## src/spas_pkg.sv

```systemverilog
// package for the async/sync serial channel: constants and register carriers
package spas_pkg;
	localparam int unsigned CLK_HZ       = 10_000_000;
	localparam int unsigned BAUD_HZ_MAX  = 625_000;
	// divider reload per baud select; count is ticks of 16x oversampling
	localparam int unsigned DIV_BASE     = CLK_HZ / (BAUD_HZ_MAX * 16);
	localparam logic [2:0]  MODE_ASYNC   = 3'h0;
	localparam logic [2:0]  MODE_MULTI   = 3'h1;
	localparam logic [2:0]  MODE_SYNC    = 3'h2;
	localparam logic [1:0]  CSRC_BAUD    = 2'h0;
	localparam logic [1:0]  CSRC_TIMER   = 2'h1;
	localparam logic [1:0]  CSRC_EXT     = 2'h2;
	localparam logic [3:0]  OVS_LAST     = 4'hF;
	localparam logic [3:0]  OVS_MID      = 4'h7;
	localparam logic [3:0]  BITS_8       = 4'h8;
	localparam logic [3:0]  BITS_7       = 4'h7;
	localparam logic [7:0]  IDLE_BYTE    = 8'hFF;

	// serial_mode_reg
	typedef struct packed {
		logic [2:0] mode;      // 0 async normal, 1 multiprocessor, 2 sync
		logic [1:0] clk_src;   // baud generator, reload timer, external
		logic [2:0] baud_sel;  // one of eight generator rates
	} spas_mode_t;

	// serial_control_reg
	typedef struct packed {
		logic parity_en;
		logic parity_odd;
		logic len8;            // 0 selects seven bits (async normal only)
		logic addr_bit;        // address/data mark in multiprocessor mode
		logic rx_en;
		logic tx_en;
		logic rx_int_en;
		logic tx_int_en;
	} spas_ctrl_t;

	// serial_status_reg
	typedef struct packed {
		logic parity_err;
		logic overrun_err;
		logic frame_err;
		logic rx_full;
		logic tx_empty;
	} spas_stat_t;
endpackage

```

## src/spas_top.sv

```systemverilog
// serial channel: async start-stop and clock-synchronous transfers
`timescale 1ns/10ps
`default_nettype none
module spas_top (
	input  wire logic             clk_i,        // 10 MHz peripheral clock
	input  wire logic             nrst_i,       // async reset, active low
	input  wire spas_pkg::spas_mode_t mode_i,   // serial_mode_reg
	input  wire spas_pkg::spas_ctrl_t ctrl_i,   // serial_control_reg
	output spas_pkg::spas_stat_t  stat_o,       // serial_status_reg
	input  wire logic [7:0]       tx_data_i,    // transmit_byte_reg write data
	input  wire logic             tx_wr_i,      // transmit_byte_reg write strobe
	output logic [7:0]            rx_data_o,    // received_byte_reg
	input  wire logic             rx_rd_i,      // received_byte_reg read strobe
	input  wire logic             err_clr_i,    // clear error flags
	input  wire logic             timer_i,      // reload timer output pulse level
	input  wire logic             sck_i,        // external serial clock pin
	output logic                  sck_o,        // serial clock out (sync master)
	output logic                  sck_oe_n_o,   // sck drive enable, low drives
	input  wire logic             rxd_i,        // serial data in pin
	output logic                  txd_o,        // serial data out pin
	output logic                  rx_irq_o,     // receive interrupt request
	output logic                  tx_irq_o      // transmit interrupt request
);
	// pin synchronisers; the delayed copies feed the edge detectors
	logic rxd, rxd_d, sck_q, sck_d, tmr_q, tmr_d;
	spas_sync #(.RST_LVL(1'b1)) rxd_sync_i (
		.clk_i,
		.nrst_i,
		.d_i   (rxd_i),
		.q_o   (rxd),
		.dly_o (rxd_d)
	);
	spas_sync #(.RST_LVL(1'b0)) sck_sync_i (
		.clk_i,
		.nrst_i,
		.d_i   (sck_i),
		.q_o   (sck_q),
		.dly_o (sck_d)
	);
	spas_sync #(.RST_LVL(1'b0)) tmr_sync_i (
		.clk_i,
		.nrst_i,
		.d_i   (timer_i),
		.q_o   (tmr_q),
		.dly_o (tmr_d)
	);

	// baud generator: rate = max / 2^sel
	logic [15:0] div_cnt;
	wire  [15:0] div_reload = 16'(spas_pkg::DIV_BASE << mode_i.baud_sel) - 16'h1;
	wire         gen_tick   = (div_cnt == 16'h0);
	always_ff @(posedge clk_i or negedge nrst_i) begin
		if (!nrst_i)
			div_cnt <= 16'h0;
		else
			div_cnt <= gen_tick ? div_reload : div_cnt - 16'h1;
	end

	wire ext_rise = sck_q & ~sck_d;
	wire tmr_rise = tmr_q & ~tmr_d;
	// one tick per oversample slot (async) or per half bit clock (sync)
	wire tick = (mode_i.clk_src == spas_pkg::CSRC_EXT)   ? ext_rise :
	            (mode_i.clk_src == spas_pkg::CSRC_TIMER) ? tmr_rise :
	                                                       gen_tick;
	wire is_sync  = (mode_i.mode == spas_pkg::MODE_SYNC);
	wire is_multi = (mode_i.mode == spas_pkg::MODE_MULTI);
	wire ext_sync = is_sync && (mode_i.clk_src == spas_pkg::CSRC_EXT);
	// seven bits only in async normal mode
	wire [3:0] nbits = (!ctrl_i.len8 && mode_i.mode == spas_pkg::MODE_ASYNC) ?
	                   spas_pkg::BITS_7 : spas_pkg::BITS_8;
	wire par_on = ctrl_i.parity_en && !is_multi && !is_sync;
	wire xbit   = is_multi | par_on;

	// ---------------- transmitter ----------------
	typedef enum logic [2:0] {TX_IDLE, TX_START, TX_DATA, TX_EXTRA, TX_STOP} spas_txst_t;
	spas_txst_t tx_st;
	logic [7:0] tx_hold, tx_sh;
	logic       tx_hold_full, tx_par, tx_xv;
	logic [3:0] tx_ovs, tx_cnt;
	logic       sclk_ph;
	// sync mode: a "bit" is two ticks (low then high phase); async: sixteen
	wire tx_bit_end = is_sync ? (tick && sclk_ph) : (tick && tx_ovs == spas_pkg::OVS_LAST);
	wire tx_load    = (tx_st == TX_IDLE) && tx_hold_full && ctrl_i.tx_en;
	wire tx_done    = (tx_st == TX_STOP && tx_bit_end) ||
	                  (is_sync && tx_st == TX_DATA && tx_bit_end && tx_cnt == nbits - 4'h1);
	always_ff @(posedge clk_i or negedge nrst_i) begin
		if (!nrst_i) begin
			tx_st        <= TX_IDLE;
			tx_hold      <= 8'h0;
			tx_hold_full <= 1'b0;
			tx_sh        <= 8'h0;
			tx_par       <= 1'b0;
			tx_xv        <= 1'b0;
			tx_ovs       <= 4'h0;
			tx_cnt       <= 4'h0;
			sclk_ph      <= 1'b0;
			txd_o        <= 1'b1;
			tx_irq_o     <= 1'b0;
		end else begin
			tx_irq_o <= tx_done && ctrl_i.tx_int_en;
			if (tx_wr_i)
				tx_hold_full <= 1'b1;
			else if (tx_load)
				tx_hold_full <= 1'b0;
			if (tx_wr_i)
				tx_hold <= tx_data_i;
			if (tick)
				tx_ovs <= (tx_st == TX_IDLE) ? 4'h0 : tx_ovs + 4'h1;
			if (tick && tx_st != TX_IDLE)
				sclk_ph <= ~sclk_ph;
			case (tx_st)
				TX_IDLE: begin
					sclk_ph <= 1'b0;
					if (tx_load) begin
						tx_sh  <= tx_hold;
						tx_par <= ^tx_hold[6:0] ^ (ctrl_i.len8 & tx_hold[7]) ^ ctrl_i.parity_odd;
						tx_xv  <= is_multi ? ctrl_i.addr_bit : 1'b0;
						tx_cnt <= 4'h0;
						tx_st  <= is_sync ? TX_DATA : TX_START;
						txd_o  <= is_sync ? tx_hold[0] : 1'b0;
					end
				end
				TX_START: if (tx_bit_end) begin
					tx_st <= TX_DATA;
					txd_o <= tx_sh[0];
				end
				TX_DATA: if (tx_bit_end) begin
					tx_sh  <= {1'b1, tx_sh[7:1]};
					tx_cnt <= tx_cnt + 4'h1;
					if (tx_cnt == nbits - 4'h1) begin
						tx_st <= is_sync ? TX_IDLE : (xbit ? TX_EXTRA : TX_STOP);
						txd_o <= is_sync ? 1'b1 : (xbit ? (is_multi ? tx_xv : tx_par) : 1'b1);
					end else
						txd_o <= tx_sh[1];
				end
				TX_EXTRA: if (tx_bit_end) begin
					tx_st <= TX_STOP;
					txd_o <= 1'b1;
				end
				default: if (tx_bit_end)
					tx_st <= TX_IDLE;
			endcase
		end
	end
	// master drives its clock in sync mode unless clocked externally
	always_comb begin
		sck_o      = (tx_st == TX_DATA) ? sclk_ph : 1'b1;
		sck_oe_n_o = !(is_sync && !ext_sync);
	end

	// ---------------- receiver ----------------
	typedef enum logic [2:0] {RX_IDLE, RX_START, RX_DATA, RX_EXTRA, RX_STOP} spas_rxst_t;
	spas_rxst_t rx_st;
	logic [7:0] rx_sh;
	logic [3:0] rx_ovs, rx_cnt;
	logic       rx_xv, rx_full, ovr, fre, pre, rx_done_q;
	// sync receive samples on rising serial clock: own clock or external edge
	wire sync_smp = is_sync && (ext_sync ? ext_rise : (tick && !sclk_ph && tx_st == TX_DATA));
	wire rx_smp   = is_sync ? sync_smp : (tick && rx_ovs == spas_pkg::OVS_MID);
	wire [7:0] rx_byte = (nbits == spas_pkg::BITS_7) ? {1'b0, rx_sh[7:1]} : rx_sh;
	wire rx_fin   = rx_smp && ((rx_st == RX_STOP) ||
	                (is_sync && rx_st == RX_DATA && rx_cnt == spas_pkg::BITS_8 - 4'h1));
	wire par_bad  = par_on && ((^rx_byte) ^ rx_xv ^ ctrl_i.parity_odd);
	wire stop_bad = !is_sync && !rxd;
	wire ovr_set  = rx_fin && rx_full && !rx_rd_i;
	always_ff @(posedge clk_i or negedge nrst_i) begin
		if (!nrst_i) begin
			rx_st     <= RX_IDLE;
			rx_sh     <= 8'h0;
			rx_ovs    <= 4'h0;
			rx_cnt    <= 4'h0;
			rx_xv     <= 1'b0;
			rx_full   <= 1'b0;
			rx_data_o <= 8'h0;
			rx_done_q <= 1'b0;
		end else begin
			rx_done_q <= rx_fin;
			if (tick)
				rx_ovs <= (rx_st == RX_IDLE) ? 4'h0 : rx_ovs + 4'h1;
			// set beats clear for every flag
			if (rx_fin && !ovr_set)
				rx_full <= 1'b1;
			else if (rx_rd_i)
				rx_full <= 1'b0;
			if (rx_fin && !ovr_set)
				rx_data_o <= is_sync ? rx_sh : rx_byte;
			case (rx_st)
				RX_IDLE: if (ctrl_i.rx_en) begin
					if (is_sync && sync_smp) begin
						rx_sh  <= {rxd, rx_sh[7:1]};
						rx_cnt <= 4'h1;
						rx_st  <= RX_DATA;
					// falling edge only: a held-low line after a bad stop is no new start
					end else if (!is_sync && rxd_d && !rxd) begin
						rx_cnt <= 4'h0;
						rx_st  <= RX_START;
					end
				end
				RX_START: if (rx_smp)
					rx_st <= rxd ? RX_IDLE : RX_DATA;    // glitch: back to idle
				RX_DATA: if (rx_smp) begin
					rx_sh  <= {rxd, rx_sh[7:1]};
					rx_cnt <= rx_cnt + 4'h1;
					if (is_sync && rx_cnt == spas_pkg::BITS_8 - 4'h1)
						rx_st <= RX_IDLE;
					else if (!is_sync && rx_cnt == nbits - 4'h1)
						rx_st <= xbit ? RX_EXTRA : RX_STOP;
				end
				RX_EXTRA: if (rx_smp) begin
					rx_xv <= rxd;
					rx_st <= RX_STOP;
				end
				default: if (rx_smp)
					rx_st <= RX_IDLE;    // only the first stop bit is looked at
			endcase
		end
	end
	// sticky error flags
	spas_flag ovr_flag_i (
		.clk_i,
		.nrst_i,
		.set_i  (ovr_set),
		.clr_i  (err_clr_i),
		.flag_o (ovr)
	);
	spas_flag fre_flag_i (
		.clk_i,
		.nrst_i,
		.set_i  (rx_fin && stop_bad),
		.clr_i  (err_clr_i),
		.flag_o (fre)
	);
	spas_flag pre_flag_i (
		.clk_i,
		.nrst_i,
		.set_i  (rx_fin && par_bad),
		.clr_i  (err_clr_i),
		.flag_o (pre)
	);
	// a seven-bit frame shifts one short; the assembled byte is re-aligned above
	always_comb begin
		rx_irq_o           = ctrl_i.rx_int_en && (rx_done_q || ovr || fre || pre);
		stat_o.parity_err  = pre;
		stat_o.overrun_err = ovr;
		stat_o.frame_err   = fre;
		stat_o.rx_full     = rx_full;
		stat_o.tx_empty    = !tx_hold_full;
	end
endmodule

// two-flop synchroniser plus one delayed copy for edge detection
module spas_sync #(
	parameter logic RST_LVL = 1'b0
) (
	input  wire logic clk_i,  // peripheral clock
	input  wire logic nrst_i, // async reset, active low
	input  wire logic d_i,    // pin level
	output logic      q_o,    // synchronised level
	output logic      dly_o   // q_o one cycle later
);
	logic meta;
	always_ff @(posedge clk_i or negedge nrst_i) begin
		if (!nrst_i) begin
			meta  <= RST_LVL;
			q_o   <= RST_LVL;
			dly_o <= RST_LVL;
		end else begin
			meta  <= d_i;
			q_o   <= meta;
			dly_o <= q_o;
		end
	end
endmodule

// sticky error flag; a set in the clearing cycle wins
module spas_flag (
	input  wire logic clk_i,  // peripheral clock
	input  wire logic nrst_i, // async reset, active low
	input  wire logic set_i,  // error event
	input  wire logic clr_i,  // software clear
	output logic      flag_o  // sticky flag
);
	always_ff @(posedge clk_i or negedge nrst_i) begin
		if (!nrst_i)
			flag_o <= 1'b0;
		else
			flag_o <= set_i | (flag_o & ~clr_i);
	end
endmodule
`default_nettype wire

```

## config.mk

```make
export PLATFORM = sky130hd
export DESIGN_NAME = spas_top
export DESIGN_NICKNAME = d
export VERILOG_FILES = /design/src/spas_pkg.sv /design/src/spas_top.sv
export SDC_FILE = /design/constraint.sdc
export NUM_CORES = 1
export LEC_CHECK = 0
export BUFFER_PORTS_ARGS = -buffer_cell sky130_fd_sc_hd__buf_2
export CAP_MARGIN = 20
export CORE_ASPECT_RATIO = 0.9
export CORE_UTILIZATION = 55
export CTS_BUF_LIST = sky130_fd_sc_hd__clkbuf_4
export DETAILED_ROUTE_END_ITERATION = 12
export PLACE_DENSITY = 0.72
export SYNTH_ARGS = -nofsm -noshare
export SYNTH_HDL_FRONTEND = slang
export SYNTH_HIERARCHICAL = 1
export SYNTH_SLANG_ARGS = --single-unit
export TNS_END_PERCENT = 1
```

## constraint.sdc

```tcl
create_clock -name clk_i -period 6.2 [get_ports clk_i]
set_clock_uncertainty 0.15 [all_clocks]
set_input_delay 0.31 -clock clk_i [delete_from_list [all_inputs] [get_ports clk_i]]
set_output_delay 0.31 -clock clk_i [all_outputs]
set_load 0.01 [all_outputs]
```

# Yosys cells after proc, flatten, opt, wreduce, memory -nomap -nowiden
# Index checks and enable logic that the tools add are counted.
[word_totals] ram_bits=0 out_inout_bits=18 rom_bits=0 memories=0 in_bits=32 elab_cells=226 register_bits=91 latchBits=0
[op_classes] n_shift=1 n_mux=65 mul=0 add_sub_neg=7 div_mod_pow=0 reduce_logical=73 bitwise=18 magnitude_cmp=0 eq_ne=30
[op_table] cell="8-bit two-way mux" n=7
[op_table] cell="3-bit two-way mux" n=17
[op_table] cell="4-bit two-way mux" n=9
[op_table] cell="1-bit logical AND" n=35
[op_table] cell="8-bit one-hot mux with 2 select lines" n=2
[op_table] cell="16-bit by 1-bit subtractor with 16-bit output, second input constant" n=2
[op_table] cell="3-bit one-hot mux with 4 select lines" n=2
[op_table] cell="1-bit two-way mux" n=22
[op_table] cell="2-bit != test, second input constant" n=9
[op_table] cell="4-bit by 1-bit adder with 4-bit output, second input constant" n=4
[op_table] cell="16-bit logical NOT" n=1
[op_table] cell="16-bit two-way mux" n=1
[op_table] cell="4-bit one-hot mux with 2 select lines" n=2
[op_table] cell="1-bit by 3-bit left shift with 16-bit output, first input constant" n=1
[op_table] cell="3-bit by 2-bit == test with 1-bit output, second input constant" n=5
[op_table] cell="2-bit nonzero test" n=7
[op_table] cell="4-bit by 3-bit == test with 1-bit output, second input constant" n=3
[op_table] cell="1-bit logical NOT" n=10
[op_table] cell="3-bit by 1-bit == test with 1-bit output, second input constant" n=3
[op_table] cell="3-bit logical NOT" n=3
[op_table] cell="4-bit == test" n=2
[op_table] cell="4-bit AND reduction" n=2
[op_table] cell="8-bit XOR reduction" n=1
[op_table] cell="7-bit AND reduction" n=1
[op_table] cell="21 further kinds" n=43

# Logic depth before layout (Yosys ltp)
[depth] depth_word=15 ltp_mapped=11 mapped_depth_nobuf=11

# By module
# The synthesis kept the hierarchy.
[modules_own_cells] module="spas_top" area_per_inst_um2=4259.1 seq_area_each_um2=1978.1 instances=1 cells_each=435
[modules_own_cells] module="spas_sync (sck_sync_i ...)" area_per_inst_um2=75.1 seq_area_each_um2=75.1 instances=2 cells_each=3
[modules_own_cells] module="spas_flag" area_per_inst_um2=36.3 seq_area_each_um2=25.0 instances=3 cells_each=3
[modules_own_cells] module="spas_sync (rxd_sync_i)" area_per_inst_um2=78.8 seq_area_each_um2=78.8 instances=1 cells_each=3

# Worst setup path after synthesis
# No wires, ideal clock.
[synth_timing] kind="register to register" start="register div_cnt[8]" end="register div_cnt[12]" stages_incl_launch_ff=12 setup_slack_ns=3.476 setup_ns=0.123 t_required_ns=5.927 n_path_buf=0 arrival_ns=2.451 period_less_slack_ns=2.724 path_cell_list="dfrtp_1 or3_4 nand3b_2 or2_1 nor2_1 a31oi_1 ha_1 nand2_1 or3_1 nor4_1 nand2_1 xnor2_1"
[synth_via] elab_chain_cells=2 elab_cells_between_ends=3 cone_classes="add/sub: 1; mux: 1; reduce/logical: 1"
[synth_rtl] element="start: declaration" line_no="spas_top.sv:49" text="logic [15:0] div_cnt;"
[synth_rtl] element="start signal: assignment" line_no="spas_top.sv:56" text="div_cnt <= gen_tick ? div_reload : div_cnt - 16'h1;"
[synth_rtl] element="16-bit by 1-bit subtractor with 16-bit output or 16-bit logical NOT (tied branches)" line_no="spas_top.sv:56, spas_top.sv:51"
[synth_rtl] element="16-bit two-way mux *" line_no="spas_top.sv:56"
# Mark *: on every way between the ends. The rest lies on a longest branch, timed or not.
# A chain may end at the register's enable or synchronous reset.

# Worst setup path after layout
# Ends and elaborated chain as after synthesis.

==> results.toml <==
[setup_path]
crit_path_end = "div_cnt[12]"
cp-start-kind = "flop"
crit_required_ns = 6.37
r2r_slack_ns = 2.94
worstRegToRegCells = 11
timing.rr.start = "div_cnt[8]"
setup.worst_path.class = "flop to flop"
crit_fanout = 5
critPathArrivalTime_ns = 3.44
reg2reg_to = "div_cnt[12]"
setup.worst_path.end_class = "flop"
startpoint = "div_cnt[8]"

[placement]
dp_hpwl_mm = 6.48
place_ws_ns = 3.00
numPortBuffers = 49
place_congestion = 0.890

[yosys]
ys_async_sr_fraction_pct = 100
synthTopCellsByArea = "dfrtp_1 (47%), xnor2_1 (4.8%), nand2_1 (4.7%)"
netlist-cell-type-count = 61
syn_inst = 453
netlist_area_um2 = 4600
ys_seq_elements = 91
yosysWarningCount = 6
syn_avg_cell_area_um2 = 10.1
synth_ff_type = "dfrtp_1"
yosysSeqAreaShare_pct = 49.6
synth_top_area_cell = "dfrtp_1"
syn_nets = 490
synth_enable_flop_cells = 0
synth_top_area_share_pct = 47.4

[grt]
grt_pass1_wl_mm = 15.3
antenna_found_initial = 0
grt_max_degree = 57
overflow = 0
grt_usage_pct = 22.5
grt_pass1_vias = 3380

[finish]
final_common_cell = "dfrtp_1"
layout_common_cells = "dfrtp_1 (87), nand2_1 (58), buf_2 (48)"
final_nets = 554
diodes = 0
syn2layout_area_growth_pct = 14.4
final_layout_size_suffix_gt1_share_pct = 18.4
n_fill_cell = 661

[die]
dieWidth_um = 98.4
die_area_um2 = 8730
num_io_pins = 50
die_y_um = 88.7
initial_core_util_pct = 57.0
core_um2 = 8070
num_rows = 31

[clocking]
numCtsBuffers = 9
clk_pin_slew_worst_paths_ns = 0.14
clockBufferDepth = 2
ctsHtreeMaxLevel = 3
clock_sinks = 91
cts_tree = "yes"
clkLatencyLatePin_ns = 0.44
cts_root_buf = "clkbuf_4"

[run_status]
status = "complete, but fails checks"
violations = "DRC"

[routing]
first_pass_iters = 10
antenna_left = 0
first_iter_violations = 219
totalWireLength_mm = 9.11
drt-vias-per-instance = 5.61
routedWlPerCell_um = 14.7
drc_errors = 2
via_count = 3484

[timing]
fmax_mhz = 306
whs_ns = 0.0463
timing.final.hold_violations = 0
slew-limit-headroom_pct = 33.8
rsz0062_at_grt = "no"
setup_viol = 0
tightestPinTransition_ns = 0.992
final.min_clock_period_ns = 3.26
tns_ns = 0
drv_slew = 0
final.setup.worst_slack_ns = 2.94
period_share_pct = 52.7

[run]
maxCapViolations = 0

[hold_path]
worstHoldPathType = "input pin to flop"

[pwr]
ir_worst_vdd_uv = 173
power_density_nw_per_um2 = 333
leakage_nw = 2.43
-- how the worst min path moves through the flow --
stage | startpoint | endpoint | slack (ns) | depth (start not counted)
2_1_floorplan | nrst_i | div_cnt[0] | -0.14 | 0
3_3_place_gp | nrst_i | rx_st[1] | 0.14 | 1
3_5_place_dp | nrst_i | rx_st[1] | 0.14 | 1
4_1_cts | tx_wr_i | tx_hold_full | 0.01 | 2
5_1_grt | ctrl_i[0] | tx_irq_o | 0.02 | 2
6_report | ctrl_i[0] | tx_irq_o | 0.05 | 2
-- sequential cells by signal, summed over array words and instances (netlist names), 3 cells and up --
name,cells
div_cnt,16
rx_sh,8
rx_cnt,4
tx_st,3
tx_ovs,4
tx_sh,8
tx_hold,8
rx_ovs,4
rx_st,3
rx_data_o,8
tx_cnt,4
-- kinds of logic after synthesis --
logic type / after synthesis / synth area share [%]
AO/OA/AOI/OAI: 96 / 13.7
multiplexers: 36 / 8.38
flip-flops: 91 / 49.6
XOR/XNOR: 31 / 5.91
buffers and inverters: 32 / 3.05
adder cells (fa/ha/maj): 5 / 1.36
AND/OR/NAND/NOR: 162 / 18.0
-- cell type report --
type / count / area [um2] / share of cell area, %
clock buffers: 10 / 75.1 / 1.43
repair buffers: 70 / 445 / 8.47
flip-flops and latches: 91 / 2280 / 43.4
clock inverters: 6 / 88.8 / 1.69
multi-input cells: 330 / 2190 / 41.6
well taps: 99 / 124 / 2.36
inverters: 15 / 56.3 / 1.07
-- layer usage --
| metal | part of all wire, % | GRT usage, % | up-vias |
|---|---|---|---|
| li1 | - | - | 1740 |
| met1 | 47 | 28.9 | 1665 |
| met2 | 47 | 37.9 | 70 |
| met3 | 4.5 | 4.50 | 9 |
| met4 | 1.2 | 9.63 | 0 |
| met5 | 0 | 0 | - |
-- metrics by stage --
stage | cells | total power, mW | utilization [%] | cell area (um2)
CTS | 621 | 1.77 | 65.2 | 5260
global placement | 589 | 1.35 | 61.2 | 4930
finish | 621 | 1.75 | 65.2 | 5260
global route | 621 | 1.87 | 65.2 | 5260
floorplan | 453 | 1.24 | - | 4600
detailed placement | 589 | 1.37 | 61.2 | 4930
-- cell usage after synthesis, types with 9 or more instances --
cell      count
mux2i_1      16
nor2_1       31
inv_1        15
mux2_2       10
mux2_1       10
nand3_1      12
nand2_1      58
a21oi_1       9
xnor2_1      25
o21ai_0      11
nor3_1       12
o21ai_1      27
clkbuf_1      9
dfrtp_1      87
-- critical path, stage by stage, from the launching register on --
cell	delay [ns]
dfrtp_1	0.42
or3_4	0.17
nand3b_2	0.19
or2_1	0.18
nor2_1	0.09
a31oi_1	0.23
ha_1	0.23
nand2_1	0.12
or3_1	0.38
nor4_1	0.65
nand2_1	0.15
xnor2_1	0.18
-- power breakdown --
| group | total (mW) | internal, mW | switching [mW] |
|---|---|---|---|
| logic | 0.517 | 0.240 | 0.277 |
| clock network | 0.377 | 0.170 | 0.207 |
| registers | 0.859 | 0.722 | 0.137 |
| total | 1.75 | 1.13 | 0.620 |
-- what timing repair did --
item,in CTS,in global routing
gates resized for setup,0,0
buffers inserted,0,0
setup endpoints to repair,0,0
hold buffers,16,0
hold endpoints to repair,51,0
Note: power is estimated with default switching activity, not from simulation.
